## src/shared/dcd_defs.svh

```systemverilog
`ifndef DCD_DEFS_SVH
`define DCD_DEFS_SVH
// ----------------------------------------
// timing counts in clocks
// ----------------------------------------
`define DCD_CKE_HOLD_CLK    4'h3
`define DCD_XSRD_CLK       16'h00c8
`define DCD_XSNR_CLK       16'h00c8
`define DCD_XP_CLK         16'h0002
`define DCD_PD_MAX_CLK     16'h0100
// ----------------------------------------
// address field position and widths
// ----------------------------------------
`define DCD_AP_BIT         10
`define DCD_BA_W           3
`define DCD_ADDR_W         14
`endif

```

## src/shared/dcd_pkg.sv

```systemverilog
`default_nettype none
package dcd_pkg;
  typedef enum logic [3:0] {
    DCD_OP_NOP  = 4'h0,
    DCD_OP_ACT  = 4'h1,
    DCD_OP_PRE  = 4'h2,
    DCD_OP_RD   = 4'h3,
    DCD_OP_WR   = 4'h4,
    DCD_OP_MRS  = 4'h5,
    DCD_OP_REF  = 4'h6,
    DCD_OP_PDN  = 4'h7,
    DCD_OP_SRF  = 4'h8,
    DCD_OP_WAKE = 4'h9
  } dcd_op_t;

  typedef enum logic [4:0] {
    DCD_ST_RUN  = 5'h01,
    DCD_ST_CKE  = 5'h02,
    DCD_ST_PD   = 5'h04,
    DCD_ST_SR   = 5'h08,
    DCD_ST_EXIT = 5'h10
  } dcd_state_t;

  typedef struct packed {
    dcd_op_t     op;
    logic        auto_pre;
    logic [2:0]  bank;
    logic [13:0] addr;
  } dcd_req_t;

  typedef struct packed {
    logic        cke;
    logic        cs_n;
    logic        ras_n;
    logic        cas_n;
    logic        we_n;
    logic [2:0]  ba;
    logic [13:0] a;
  } dcd_pins_t;

  typedef struct packed {
    dcd_state_t  st;
    dcd_pins_t   pins;
    logic        pins_oe;
    logic [7:0]  open_banks;
    logic [3:0]  cke_cnt;
    logic [15:0] wait_cnt;
    logic [15:0] rd_cnt;
    logic [15:0] res_cnt;
    logic        busy;
    logic        err;
  } dcd_state_s_t;
endpackage : dcd_pkg
`default_nettype wire

```

## src/dcd_ctrl.sv

```systemverilog
`default_nettype none
`include "dcd_defs.svh"
module dcd_ctrl #(
  parameter int unsigned XSNR_CLK   = 200,
  parameter int unsigned XSRD_CLK   = 200,
  parameter int unsigned PD_MAX_CLK = 256,
  parameter int unsigned BUSY_CLK   = 4
) (
  input  wire logic              i_clk,
  input  wire logic              i_resetn,
  input  wire logic              i_req_valid,
  input  wire dcd_pkg::dcd_req_t i_req,
  input  wire logic              i_odt_req,
  input  wire logic              i_calib,
  input  wire logic              i_wr_mask,
  output logic                   o_req_ready,
  output logic                   o_req_error,
  output dcd_pkg::dcd_pins_t     o_pins,
  output logic                   o_pins_oe,
  output logic                   o_odt,
  output logic                   o_dm,
  output logic                   o_power_down,
  output logic                   o_self_refresh
);
  // ----------------------------------------
  // parameter checks
  // ----------------------------------------
  if (XSNR_CLK < 1 || XSNR_CLK > 65535 || XSRD_CLK < 1 || XSRD_CLK > 65535)
  begin : g_bad_exit
    $error("dcd_ctrl: exit counts out of range");
  end
  if (PD_MAX_CLK < 4 || PD_MAX_CLK > 65535)
  begin : g_bad_res
    $error("dcd_ctrl: residency count out of range");
  end
  if (BUSY_CLK < 1 || BUSY_CLK > 65535)
  begin : g_bad_busy
    $error("dcd_ctrl: busy count out of range");
  end

  // ----------------------------------------
  // counter loads
  // ----------------------------------------
  // the checks above keep every load inside the 16-bit counters
  localparam logic [15:0] XSNR_N = 16'(XSNR_CLK);
  localparam logic [15:0] XSRD_N = 16'(XSRD_CLK);
  localparam logic [15:0] PDMX_N = 16'(PD_MAX_CLK);
  localparam logic [15:0] BUSY_N = 16'(BUSY_CLK);

  dcd_pkg::dcd_state_s_t s_q;
  dcd_pkg::dcd_state_s_t s_d;

  // ----------------------------------------
  // pin pattern for one command
  // ----------------------------------------
  function automatic dcd_pkg::dcd_pins_t enc(input dcd_pkg::dcd_req_t r, input logic cke);
    dcd_pkg::dcd_pins_t p;
    p       = '0;
    p.cke   = cke;
    p.cs_n  = 1'b0;
    {p.ras_n, p.cas_n, p.we_n} = 3'h7;
    p.ba    = r.bank;
    p.a     = r.addr;
    case (r.op)
      dcd_pkg::DCD_OP_ACT: {p.ras_n, p.cas_n, p.we_n} = 3'h3;
      dcd_pkg::DCD_OP_PRE: {p.ras_n, p.cas_n, p.we_n} = 3'h2;
      dcd_pkg::DCD_OP_RD:  {p.ras_n, p.cas_n, p.we_n} = 3'h5;
      dcd_pkg::DCD_OP_WR:  {p.ras_n, p.cas_n, p.we_n} = 3'h4;
      dcd_pkg::DCD_OP_MRS: {p.ras_n, p.cas_n, p.we_n} = 3'h0;
      // refresh and self refresh entry share a pattern; cke tells them apart
      dcd_pkg::DCD_OP_REF: {p.ras_n, p.cas_n, p.we_n} = 3'h1;
      dcd_pkg::DCD_OP_SRF: {p.ras_n, p.cas_n, p.we_n} = 3'h1;
      default:             {p.ras_n, p.cas_n, p.we_n} = 3'h7;
    endcase
    if (r.op == dcd_pkg::DCD_OP_RD || r.op == dcd_pkg::DCD_OP_WR
        || r.op == dcd_pkg::DCD_OP_PRE)
      p.a[`DCD_AP_BIT] = r.auto_pre;
    return p;
  endfunction : enc

  // deselect drives address and bank to zero so nothing floats
  function automatic dcd_pkg::dcd_pins_t idle_pins(input logic cke);
    dcd_pkg::dcd_pins_t p;
    p      = '0;
    p.cke  = cke;
    p.cs_n = 1'b1;
    {p.ras_n, p.cas_n, p.we_n} = 3'h7;
    return p;
  endfunction : idle_pins

  // ----------------------------------------
  // next state
  // ----------------------------------------
  logic cke_held;
  logic acc;
  logic legal;
  dcd_pkg::dcd_op_t op;

  always_comb
  begin
    s_d      = s_q;
    op       = i_req.op;
    acc      = 1'b0;
    legal    = 1'b0;
    // three registered edges per CKE level
    cke_held = (s_q.cke_cnt >= `DCD_CKE_HOLD_CLK);
    s_d.pins = idle_pins(s_q.pins.cke);
    s_d.err  = 1'b0;
    if (s_q.cke_cnt < `DCD_CKE_HOLD_CLK)
      s_d.cke_cnt = s_q.cke_cnt + 4'h1;
    if (s_q.wait_cnt != 16'h0000)
      s_d.wait_cnt = s_q.wait_cnt - 16'h0001;
    if (s_q.rd_cnt != 16'h0000)
      s_d.rd_cnt = s_q.rd_cnt - 16'h0001;
    if (s_q.busy && s_q.res_cnt != 16'h0000)
      s_d.res_cnt = s_q.res_cnt - 16'h0001;
    if (s_q.res_cnt <= 16'h0001)
      s_d.busy = 1'b0;
    case (s_q.st)
      dcd_pkg::DCD_ST_RUN:
      begin
        // cke leaves reset low and rises under deselect only
        if (!s_q.pins.cke)
        begin
          s_d.pins     = idle_pins(1'b1);
          s_d.cke_cnt  = 4'h1;
          // first command waits out the exit latency
          s_d.wait_cnt = `DCD_XP_CLK;
        end
        // ready stays low while an exit interval runs
        else if (i_req_valid && s_q.wait_cnt == 16'h0000)
        begin
          // only legal commands while CKE high
          case (op)
            dcd_pkg::DCD_OP_NOP: legal = 1'b1;
            dcd_pkg::DCD_OP_ACT: legal = !s_q.open_banks[i_req.bank];
            // burst never cut short: next access waits
            dcd_pkg::DCD_OP_RD:  legal = s_q.open_banks[i_req.bank] && !s_q.busy
                                         && s_q.rd_cnt == 16'h0000;
            dcd_pkg::DCD_OP_WR:  legal = s_q.open_banks[i_req.bank] && !s_q.busy;
            dcd_pkg::DCD_OP_PRE: legal = !s_q.busy;
            dcd_pkg::DCD_OP_MRS: legal = s_q.open_banks == 8'h00 && !s_q.busy;
            dcd_pkg::DCD_OP_REF: legal = s_q.open_banks == 8'h00 && !s_q.busy;
            dcd_pkg::DCD_OP_PDN: legal = !s_q.busy && cke_held && !i_calib;
            // self refresh only from all banks idle
            dcd_pkg::DCD_OP_SRF: legal = !s_q.busy && cke_held && !i_calib
                                         && s_q.open_banks == 8'h00;
            default:             legal = 1'b0;
          endcase
          acc     = 1'b1;
          s_d.err = !legal;
          // refused requests leave the pins at deselect
          if (legal && op != dcd_pkg::DCD_OP_NOP)
          begin
            s_d.pins = enc(i_req, 1'b1);
            case (op)
              dcd_pkg::DCD_OP_ACT: s_d.open_banks[i_req.bank] = 1'b1;
              dcd_pkg::DCD_OP_PRE:
              begin
                if (i_req.auto_pre)
                  s_d.open_banks = 8'h00;
                else
                  s_d.open_banks[i_req.bank] = 1'b0;
              end
              dcd_pkg::DCD_OP_RD, dcd_pkg::DCD_OP_WR:
              begin
                if (i_req.auto_pre)
                  s_d.open_banks[i_req.bank] = 1'b0;
              end
              dcd_pkg::DCD_OP_PDN:
              begin
                s_d.pins    = idle_pins(1'b0);
                s_d.cke_cnt = 4'h1;
                s_d.res_cnt = PDMX_N;
                s_d.st      = dcd_pkg::DCD_ST_PD;
              end
              dcd_pkg::DCD_OP_SRF:
              begin
                s_d.pins.cke = 1'b0;
                s_d.cke_cnt  = 4'h1;
                s_d.st       = dcd_pkg::DCD_ST_SR;
              end
              default: ;
            endcase
            // busy spans every operation that bars cke from falling
            if (op != dcd_pkg::DCD_OP_ACT && op != dcd_pkg::DCD_OP_PDN
                && op != dcd_pkg::DCD_OP_SRF)
            begin
              s_d.busy    = 1'b1;
              s_d.res_cnt = BUSY_N;
            end
          end
        end
      end
      dcd_pkg::DCD_ST_PD:
      begin
        // wake waits until cke low is registered three times
        if (cke_held && ((i_req_valid && op == dcd_pkg::DCD_OP_WAKE)
                         || s_q.res_cnt == 16'h0000))
        begin
          acc         = i_req_valid && op == dcd_pkg::DCD_OP_WAKE;
          s_d.pins    = idle_pins(1'b1);
          s_d.cke_cnt = 4'h1;
          s_d.wait_cnt = `DCD_XP_CLK;
          s_d.st      = dcd_pkg::DCD_ST_RUN;
        end
        s_d.busy = 1'b0;
        if (s_q.res_cnt != 16'h0000)
          s_d.res_cnt = s_q.res_cnt - 16'h0001;
      end
      dcd_pkg::DCD_ST_SR:
      begin
        // no forced exit: the array refreshes itself here
        if (cke_held && i_req_valid && op == dcd_pkg::DCD_OP_WAKE)
        begin
          acc = 1'b1;
          s_d.pins     = idle_pins(1'b1);
          s_d.cke_cnt  = 4'h1;
          s_d.wait_cnt = XSNR_N;
          s_d.rd_cnt   = XSRD_N;
          s_d.st       = dcd_pkg::DCD_ST_RUN;
        end
      end
      default: s_d.st = dcd_pkg::DCD_ST_RUN;
    endcase
    // a refused request never leaks its pattern to the pins
    if (acc && s_d.err)
      s_d.pins = idle_pins(s_q.pins.cke);
    s_d.pins_oe = 1'b1;
  end

  // ----------------------------------------
  // state register
  // ----------------------------------------
  always_ff @(posedge i_clk or negedge i_resetn)
  begin
    if (!i_resetn)
    begin
      s_q         <= '0;
      s_q.st      <= dcd_pkg::DCD_ST_RUN;
      s_q.pins    <= '0;
      s_q.pins.cs_n  <= 1'b1;
      s_q.pins.ras_n <= 1'b1;
      s_q.pins.cas_n <= 1'b1;
      s_q.pins.we_n  <= 1'b1;
    end
    else
      s_q <= s_d;
  end

  // ----------------------------------------
  // outputs
  // ----------------------------------------
  assign o_req_ready    = acc;
  assign o_req_error    = s_q.err;
  assign o_pins         = s_q.pins;
  // oe rises on the first edge after reset and stays up
  assign o_pins_oe      = s_q.pins_oe;
  // odt always at a defined level
  assign o_odt          = i_odt_req && s_q.st != dcd_pkg::DCD_ST_SR;
  assign o_dm           = i_wr_mask;
  assign o_power_down   = s_q.st == dcd_pkg::DCD_ST_PD;
  assign o_self_refresh = s_q.st == dcd_pkg::DCD_ST_SR;
endmodule : dcd_ctrl
`default_nettype wire

```

## config.mk

```make
export PLATFORM = sky130hd
export DESIGN_NAME = dcd_ctrl
export DESIGN_NICKNAME = d
export VERILOG_FILES = /design/src/shared/dcd_pkg.sv /design/src/dcd_ctrl.sv
export VERILOG_INCLUDE_DIRS = /design/src /design/src/shared
export SDC_FILE = /design/constraint.sdc
export NUM_CORES = 1
export LEC_CHECK = 0
export BUFFER_PORTS_ARGS = -buffer_cell sky130_fd_sc_hd__buf_2
export CAP_MARGIN = 20
export CORE_AREA = 2 2 115 117
export CTS_CLUSTER_SIZE = 16
export DETAILED_ROUTE_END_ITERATION = 10
export DIE_AREA = 0 0 117 119
export GPL_TIMING_DRIVEN = 1
export MAX_ROUTING_LAYER = met4
export PLACE_DENSITY_LB_ADDON = 0.2
export SYNTH_ARGS = -nofsm -noshare
export SYNTH_HDL_FRONTEND = slang
export SYNTH_SLANG_ARGS = --single-unit
export TNS_END_PERCENT = 5
```

## constraint.sdc

```tcl
create_clock -name i_clk -period 3.05 [get_ports i_clk]
set_clock_uncertainty 0.2 [all_clocks]
set_input_delay 0.61 -clock i_clk [delete_from_list [all_inputs] [get_ports i_clk]]
set_output_delay 0.61 -clock i_clk [all_outputs]
set_load 0.02 [all_outputs]
```

==> impl_metrics.ini, run 1 <==
[run_status]
status = finished with violations
violations = hold timing

[critical_path]
r2r_slack_ps = 270
startpoint_type = flop
cp_max_fo = 4
endpoint_kind = primary output
crit_type = flop to primary output
crit_required_ps = 2240
cp.arrival_ps = 2040

[global_routing]
grt_max_degree = 38
top_usage_layer = met2
gr-usage-met2 = 0.2785
gr-usage-all-layers = 0.1798
grt_pass1_wl_um = 19150
grt_use_met3 = 0.05089
grt-ovfl-total = 0
grt_pass1_vias = 3886
met1_usage = 0.2299
antenna_found_initial = 0

[synth]
synth_cell_types = 68
synth_top_area_share = 0.4154
yosys_warnings = 0
syn_area_sq_mm = 0.005000
ys_top_cells_by_count = dfrtp_1, nor2_1, nand2_1
synthArstFlopShare = 1.000
synthFlopType = dfrtp_1
syn_inst = 526
syn-num-nets = 560
yosysMostFrequentCell = dfrtp_1
synth_area_leaders = dfrtp_1, nor2_1, buf_4
yosysTopAreaCell = dfrtp_1
synth-seq-cells = 88
synth_edf_count = 0
seq_area_frac_synth = 0.4417
synth.avg_cell_area_sq_um = 9.505

[detailed_routing]
final_antenna_net_count = 0
finalWirelength_um = 11280
wl_per_cell_um = 14.96
drc_errors = 0
drt-initial-drc-count = 215
drt-vias-per-instance = 5.208
drt_pass1_iterations = 4
vias = 3927

[power_and_ir_drop]
p_comb_frac = 0.212
p_int_w = 0.002422
ir_drop_mv = 0.3199
power-per-cell-area_mw_per_mm2 = 608.6
p_sw_w = 0.001065
seq_power_share = 0.456
clock_power_share = 0.332
sw_frac_of_total = 0.3055
leakagePower_nw = 2.485

[layout]
drive_gt1_frac = 0.2093
syn_to_final_growth_pct = 14.61
layout.nets = 607
stdcell_count = 754
num_antenna_cells = 0
n_fill_cell = 1288

[clock_network]
cts_tree = done
path_clk_slew_ps = 60
cts_max_level = 3
numCtsBuffers = 9
postCtsHoldBufs = 0
root_buffer = clkbuf_16
cts_buffer_depth = 2
insertion_delay_ps = 340
cts.sinks = 88

[die]
num_rows = 42
coreArea_sq_mm = 0.01287
dieArea_sq_mm = 0.01392
num_io_pins = 57
start_util = 0.3883
die_y_um = 119
die_w_um = 117

[timing]
setup_violations = 0
drv_slew = 0
holdWs_ps = -0.7400
relSlewSlack = 0.5936
period_share = 0.9344
hold_violations = 1
max_clock_freq_mhz = 350.9
rsz0062_at_grt = no
tightest_slew_ps = 604.9
period_minus_slack_ps = 2850
tns_ps = 0

[placed_design]
dp_hpwl_um = 8150
placedCellCount = 737
gp_congestion = 0.8354
portBuffers = 54

[hold_path]
hp-class = input port to asynchronous set/reset pin

[flow_run]
max_cap_violations = 0
[flip-flops by register name, indices dropped and copies added (netlist names)]
register	flops
o_pins_oe	1
o_pins	22
o_req_error	1
s_q	64
[repair_timing]
| action | in CTS | in global routing |
|---|---|---|
| setup endpoints to repair | 1 | 2 |
| setup buffers | 1 | 0 |
| pin swaps | 1 | 2 |
| resized for setup | 2 | 3 |
[cell families after synthesis]
logic type | share of synthesized area
AOI/OAI and AO/OA | 0.1441
xor gates and xnor gates | 0.05080
adders and majority gates | 0.01501
buffers and inverters | 0.07032
DFF | 0.4417
muxes | 0.01827
other | 0.0007500
and+or+nand+nor | 0.2590
[cells in the final DEF (no fill, tap or decap), drive strengths merged, types with 5 or more instances in the layout]
cell type | Yosys | layout
dfrtp | 83 | 83
buf | 33 | 80
nor2 | 51 | 51
nand2 | 44 | 44
nor3 | 21 | 21
and3 | 21 | 21
o21ai | 21 | 21
xnor2 | 18 | 18
a31oi | 17 | 17
a21oi | 17 | 17
inv | 16 | 16
nand3 | 14 | 14
nor4 | 14 | 14
clkbuf | 11 | 12
xor2 | 11 | 11
and2 | 10 | 10
mux2i | 8 | 8
o2bb2ai | 8 | 8
nor2b | 8 | 8
nand2b | 7 | 7
or3 | 7 | 7
a311oi | 7 | 7
nor3b | 7 | 7
o22ai | 6 | 6
ha | 6 | 6
dfstp | 5 | 5
nand4 | 5 | 5
[worst max-delay path, cell delays in order, from the launching register on]
cell     delay (ps)
dfrtp_1         420
or4_4           590
nor4_4          170
nand4_1         190
o21ai_2         150
buf_4           170
[stage by stage]
step                      power (W)  setup WS [ps]    util  area (sq um)
after detailed placement   0.002332          142.5  0.4195          5401
after global placement     0.002304          201.0  0.4195          5401
after floorplan            0.002108          365.9       -          5000
after CTS                  0.003524          54.70  0.4444          5722
final                      0.003488          200.0  0.4451          5731
after global routing       0.003723          47.69  0.4451          5731
[layer usage]
layer	up-vias	part of all wire
met5	-	0
met4	0	0.011
met3	10	0.037
met2	61	0.48
met1	1901	0.47
li1	1955	-
[cell type report]
type / count / area (sq um) / area share
Clock buffer: 12 / 236.5 / 0.04127
Timing Repair Buffer: 80 / 483.0 / 0.08428
Clock inverter: 4 / 72.57 / 0.01266
Sequential cell: 88 / 2210 / 0.3856
Tap cell: 176 / 220.2 / 0.03843
Inverter: 16 / 60.06 / 0.01048
Multi-Input combinational cell: 378 / 2449 / 0.4273
[power groups by stage]
stage | logic, W | clock network (W) | registers [W]
6_report | 0.000738 | 0.00116 | 0.00159
5_1_grt | 0.000852 | 0.00125 | 0.00163
4_1_cts | 0.000746 | 0.00120 | 0.00158
3_5_place_dp | 0.000731 | 0 | 0.00160
3_3_place_gp | 0.000717 | 0 | 0.00159
2_1_floorplan | 0.000564 | 0 | 0.00154
[path summary, 6_finish.rpt]
path | from | endpoint | cells past startpoint
min in group i_clk | i_req[13] | o_pins[13] | 2
max | s_q[41] | o_req_ready | 5
max in group asynchronous | i_resetn | s_q[16] | 2
min reg2reg | s_q[53] | s_q[53] | 1
max reg2reg | s_q[18] | o_pins[5] | 10
min | i_resetn | o_pins[8] | 1
Power figures use the tool's default switching activity.
==> inputs of run 2 (changes only) <==
==> constraint.sdc (replaced) <==
create_clock -name i_clk -period 3.05 [get_ports i_clk]
set_clock_uncertainty 0.2 [all_clocks]
set_input_delay 0.61 -clock i_clk [delete_from_list [all_inputs] [get_ports i_clk]]
set_output_delay 0.61 -clock i_clk [all_outputs]
set_load 0.01 [all_outputs]
==> run 2 against run 1 <==
  * The flow now finishes without violations
  * Non-clock buffer count down 1
  * Register-to-register slack got worse by 20 ps
  * Via count is 0.10% higher
  * Global-route usage is 0.38 points higher
  * Utilization decreased by 0.18 points
  * Final area fell by 0.41%
  * Worst setup slack lost 150 ps
  * Sequential share of layout area is 0.14 points higher
==> impl_metrics.ini, run 2 (same netlist as run 1, synthesis figures left out) <==
[layout]
syn_to_final_growth_pct = 14.14
layout.nets = 606
num_antenna_cells = 0
n_fill_cell = 1284
stdcell_count = 753
drive_gt1_frac = 0.2062
regMostFlops = s_q
final_common_cell = dfrtp_1
layout_common_cells = dfrtp_1, buf_2, nor2_1
largest_reg_flops = 64

[timing]
relSlewSlack = 0.5596
setup_violations = 0
holdWs_ps = 23.24
period_share = 0.9832
period_minus_slack_ps = 2999
max_clock_freq_mhz = 333.5
rsz0062_at_grt = no
tightest_slew_ps = 655.6
drv_slew = 0
tns_ps = 0
hold_violations = 0

[clock_network]
cts_max_level = 3
insertion_delay_ps = 340
cts_tree = done
numCtsBuffers = 9
cts.sinks = 88
root_buffer = clkbuf_16
cts_buffer_depth = 2
path_clk_slew_ps = 60

[power_and_ir_drop]
leakagePower_nw = 2.479
total_power_w = 0.003452
power-per-cell-area_mw_per_mm2 = 605.0
ir_drop_mv = 0.3547

[die]
die_y_um = 119
die_w_um = 117
coreArea_sq_mm = 0.01287
dieArea_sq_mm = 0.01392
num_io_pins = 57
num_rows = 42
start_util = 0.3883

[global_routing]
antenna_found_initial = 0
top_usage_layer = met2
grt_max_degree = 54
grt_use_met3 = 0.04427
grt-ovfl-total = 0
met1_usage = 0.2397
gr-usage-all-layers = 0.1836
gr-usage-met2 = 0.2901
grt_pass1_wl_um = 19560
grt_pass1_vias = 3950

[placed_design]
portBuffers = 54
dp_hpwl_um = 8333
gp_congestion = 0.8820
placedCellCount = 736

[critical_path]
r2r_end = o_pins[2]
cp_max_fo = 4
r2r_slack_ps = 250
critPathLaunch = s_q[41]
crit_type = flop to primary output
crit_required_ps = 2240
r2r_cells = 8
r2r-start = s_q[41]
startpoint_type = flop
endpoint_kind = primary output
cp.arrival_ps = 2190

[detailed_routing]
drt-vias-per-instance = 5.220
wl_per_cell_um = 15.36
drc_errors = 0
final_antenna_net_count = 0
finalWirelength_um = 11560
drt-initial-drc-count = 257
drt_pass1_iterations = 4
vias = 3931

[flow_run]
max_cap_violations = 0

[hold_path]
hp-class = input port to asynchronous set/reset pin

[run_status]
status = finished clean
-- run 2: cell count changes in the layout (fill, tap and decap cells not counted), sizes merged --
cell / delta
clkinv: +1
inv: +1
bufinv: -1
clkinvlp: -1
buf: -1
-- run 2: report_power, final --
group,total [W],switching [W],internal [W]
logic,0.000754,0.000404,0.000350
registers,0.00159,0.000232,0.00136
clock network,0.00111,0.000448,0.000661
total,0.00345,0.00108,0.00237
-- run 2: per-layer routing --
metal  vias up  wire, um
met5         -         0
met4         0       138
met3        14       372
met2        67      5569
met1      1896      5482
li1       1954         -
-- run 2: how the worst max path moves through the flow --
stage	end	slack, ps
2_1_floorplan	s_q[59]	460
5_1_grt	o_req_ready	8
6_report	o_req_ready	50
3_3_place_gp	o_pins[0]	210
3_5_place_dp	o_pins[1]	160
4_1_cts	o_req_ready	20
-- run 2: metrics by stage --
step                      setup WS, ps    util  area (sq um)
after floorplan                  455.0       -          5000
after global placement           214.6  0.4190          5394
after detailed placement         158.0  0.4190          5394
after CTS                        19.53  0.4428          5700
after global routing             7.548  0.4432          5707
final                            51.31  0.4432          5707
-- run 2: layout make-up --
cell class                 count  area, sq um  area share
tap                          176        220.2     0.03859
timing repair buffer          79        473.0     0.08288
multi-input combinational    378         2446      0.4286
clock inverter                 4        52.55    0.009209
sequential                    88         2208      0.3870
inverter                      16        60.06     0.01052
clock buffer                  12        246.5     0.04319
-- run 2: worst max-delay path: stages (launching register included) --
cell and delay [ps]:
dfrtp_1 410, or4_4 590, nor4_4 260, nand4_1 180
o21ai_1 220, buf_2 180
-- run 2: repair_timing --
item / in CTS / in global routing
buffers inserted: 1 / 0
pin swaps: 1 / 0
hold buffers: 0 / 0
gates resized for setup: 1 / 1
endpoints found under the setup margin: 1 / 1
==> inputs of run 3 (changes only) <==
--- a/config.mk
+++ b/config.mk
@@ -8,10 +8,10 @@
 export LEC_CHECK = 0
 export BUFFER_PORTS_ARGS = -buffer_cell sky130_fd_sc_hd__buf_2
 export CAP_MARGIN = 20
-export CORE_AREA = 2 2 115 117
+export CORE_AREA = 2 2 103 105
 export CTS_CLUSTER_SIZE = 16
 export DETAILED_ROUTE_END_ITERATION = 10
-export DIE_AREA = 0 0 117 119
+export DIE_AREA = 0 0 105 107
 export GPL_TIMING_DRIVEN = 1
 export MAX_ROUTING_LAYER = met4
 export PLACE_DENSITY_LB_ADDON = 0.2
==> run 3 against run 2 <==
  * Worst hold slack improved by 17 ps
  * Total power decreased by 7.5%
  * Sequential cell count unchanged
  * Global-route usage increased by 2.7 points
  * First-iteration DRC count increased by 9.7%
  * Non-clock buffer count increased by 1
  * Critical path depth unchanged
  * Register-to-register slack improved by 110 ps
  * Sequential share of layout area increased by 0.91 points
  * Utilization increased by 11 points
  * Critical path type unchanged
  * Largest cell class unchanged
  * Highest routed layer unchanged
==> impl_metrics.ini, run 3 (same netlist as run 1, synthesis figures left out) <==
[clock_network]
numCtsBuffers = 9
insertion_delay_ps = 360
cts_buffer_depth = 2
cts_tree = done
cts.sinks = 88
path_clk_slew_ps = 100
cts_max_level = 3
root_buffer = clkbuf_8

[critical_path]
crit_type = flop to primary output
cp_max_fo = 4
cp.arrival_ps = 2120
crit_required_ps = 2240
r2r_slack_ps = 360
worst-path-buf-inv = 1
endpoint_kind = primary output
cp_cell_sequence = or4_4 > nor4_4 > nand4_1 > o21ai_1 > buf_2
cpLargestDelayFamily = simple AND/OR/NAND/NOR gates
max_stage_delay_ps = 600
crit_slowest_cell = or4_4
startpoint_type = flop

[global_routing]
grt_pass1_wl_um = 18710
grt_max_degree = 47
gr-usage-all-layers = 0.2108
grt-ovfl-total = 0
grt_pass1_vias = 3867
antenna_found_initial = 0

[detailed_routing]
drt-initial-drc-count = 282
drt_pass1_iterations = 5
vias = 3945
drc_errors = 0
finalWirelength_um = 10840
wl_per_cell_um = 15.18
final_antenna_net_count = 0
drt-vias-per-instance = 5.525

[hold_path]
hp-class = input port to asynchronous set/reset pin

[layout]
layout_common_cells = dfrtp_1, buf_2, nor2_1
syn_to_final_growth_pct = 11.51
final_common_cell = dfrtp_1
stdcell_count = 714
layout.nets = 607
regMostFlops = s_q
largest_reg_flops = 64
drive_gt1_frac = 0.2111
num_antenna_cells = 0

[timing]
period_minus_slack_ps = 2927
period_share = 0.9598
setup_violations = 0
tns_ps = 0
relSlewSlack = 0.6059
tightest_slew_ps = 591.1
rsz0062_at_grt = no
max_clock_freq_mhz = 341.6
drv_slew = 0
hold_violations = 0

[run_status]
status = finished clean

[placed_design]
placedCellCount = 697
gp_congestion = 0.8524
dp_hpwl_um = 7937
portBuffers = 54

[power_and_ir_drop]
total_power_w = 0.003194
leakagePower_nw = 2.441
ir_drop_mv = 0.4072
power-per-cell-area_mw_per_mm2 = 572.9

[die]
dieArea_sq_mm = 0.01124
die_y_um = 107
coreArea_sq_mm = 0.01009
num_io_pins = 57
die_w_um = 105
num_rows = 37
start_util = 0.4954

[flow_run]
max_cap_violations = 0
## run 3: cell count changes in the layout (fill, tap and decap cells not counted), sizes merged
cell / change
buf: +1
clkbuf: -3
clkinvlp: +1
clkinv: -1
inv: +3
## run 3: layout make-up
class	instances	area [sq um]
Fill cell	934	4517
Clock buffer	9	123.9
Clock inverter	7	86.33
Tap cell	136	170.2
Timing Repair Buffer	80	480.5
Inverter	16	60.06
Multi-Input combinational cell	378	2446
Sequential cell	88	2208
## run 3: repair_timing
action                                  in CTS  in global routing
endpoints found under the setup margin       1                  1
gates cloned                                 0                  0
setup buffers                                1                  0
resized for setup                            0                  2
hold endpoints to repair                     0                  0
pin swaps                                    1                  0
hold buffers                                 0                  0
## run 3: where the power goes
part | internal (W) | switching (W) | total [W]
Clock | 0.000398 | 0.000466 | 0.000864
Sequential | 0.00136 | 0.000225 | 0.00158
Combinational | 0.000354 | 0.000396 | 0.000750
## run 3: path summary, 6_finish.rpt
path | cells after the start | endpoint | start
worst min register to register | 1 | s_q[52] | s_q[52]
worst max-delay path | 5 | o_req_ready | s_q[41]
worst max register to register | 8 | s_q[7] | s_q[50]
worst min-delay path | 1 | o_pins[5] | i_resetn
min in group i_clk | 2 | o_pins[1] | i_req[1]
max in group asynchronous | 2 | o_pins[20] | i_resetn
## run 3: per-stage QoR
step / utilization / hold slack, ps / setup WS, ps / instance area, sq um
3_5_place_dp: 0.5303 / 296.7 / 184.3 / 5351
5_1_grt: 0.5524 / 72.29 / 16.58 / 5575
4_1_cts: 0.5518 / 57.04 / 92.26 / 5569
2_1_floorplan: - / 114.4 / 455.0 / 5000
3_3_place_gp: 0.5303 / 291.6 / 256.1 / 5351
6_report: 0.5524 / 40.13 / 122.5 / 5575
## run 3: layer usage
metal	global-route usage	vias to the layer above	share of wire
li1	-	1957	-
met1	0.2819	1906	0.47
met2	0.3372	71	0.48
met3	0.02857	11	0.033
met4	0.06381	0	0.012
met5	-	-	0
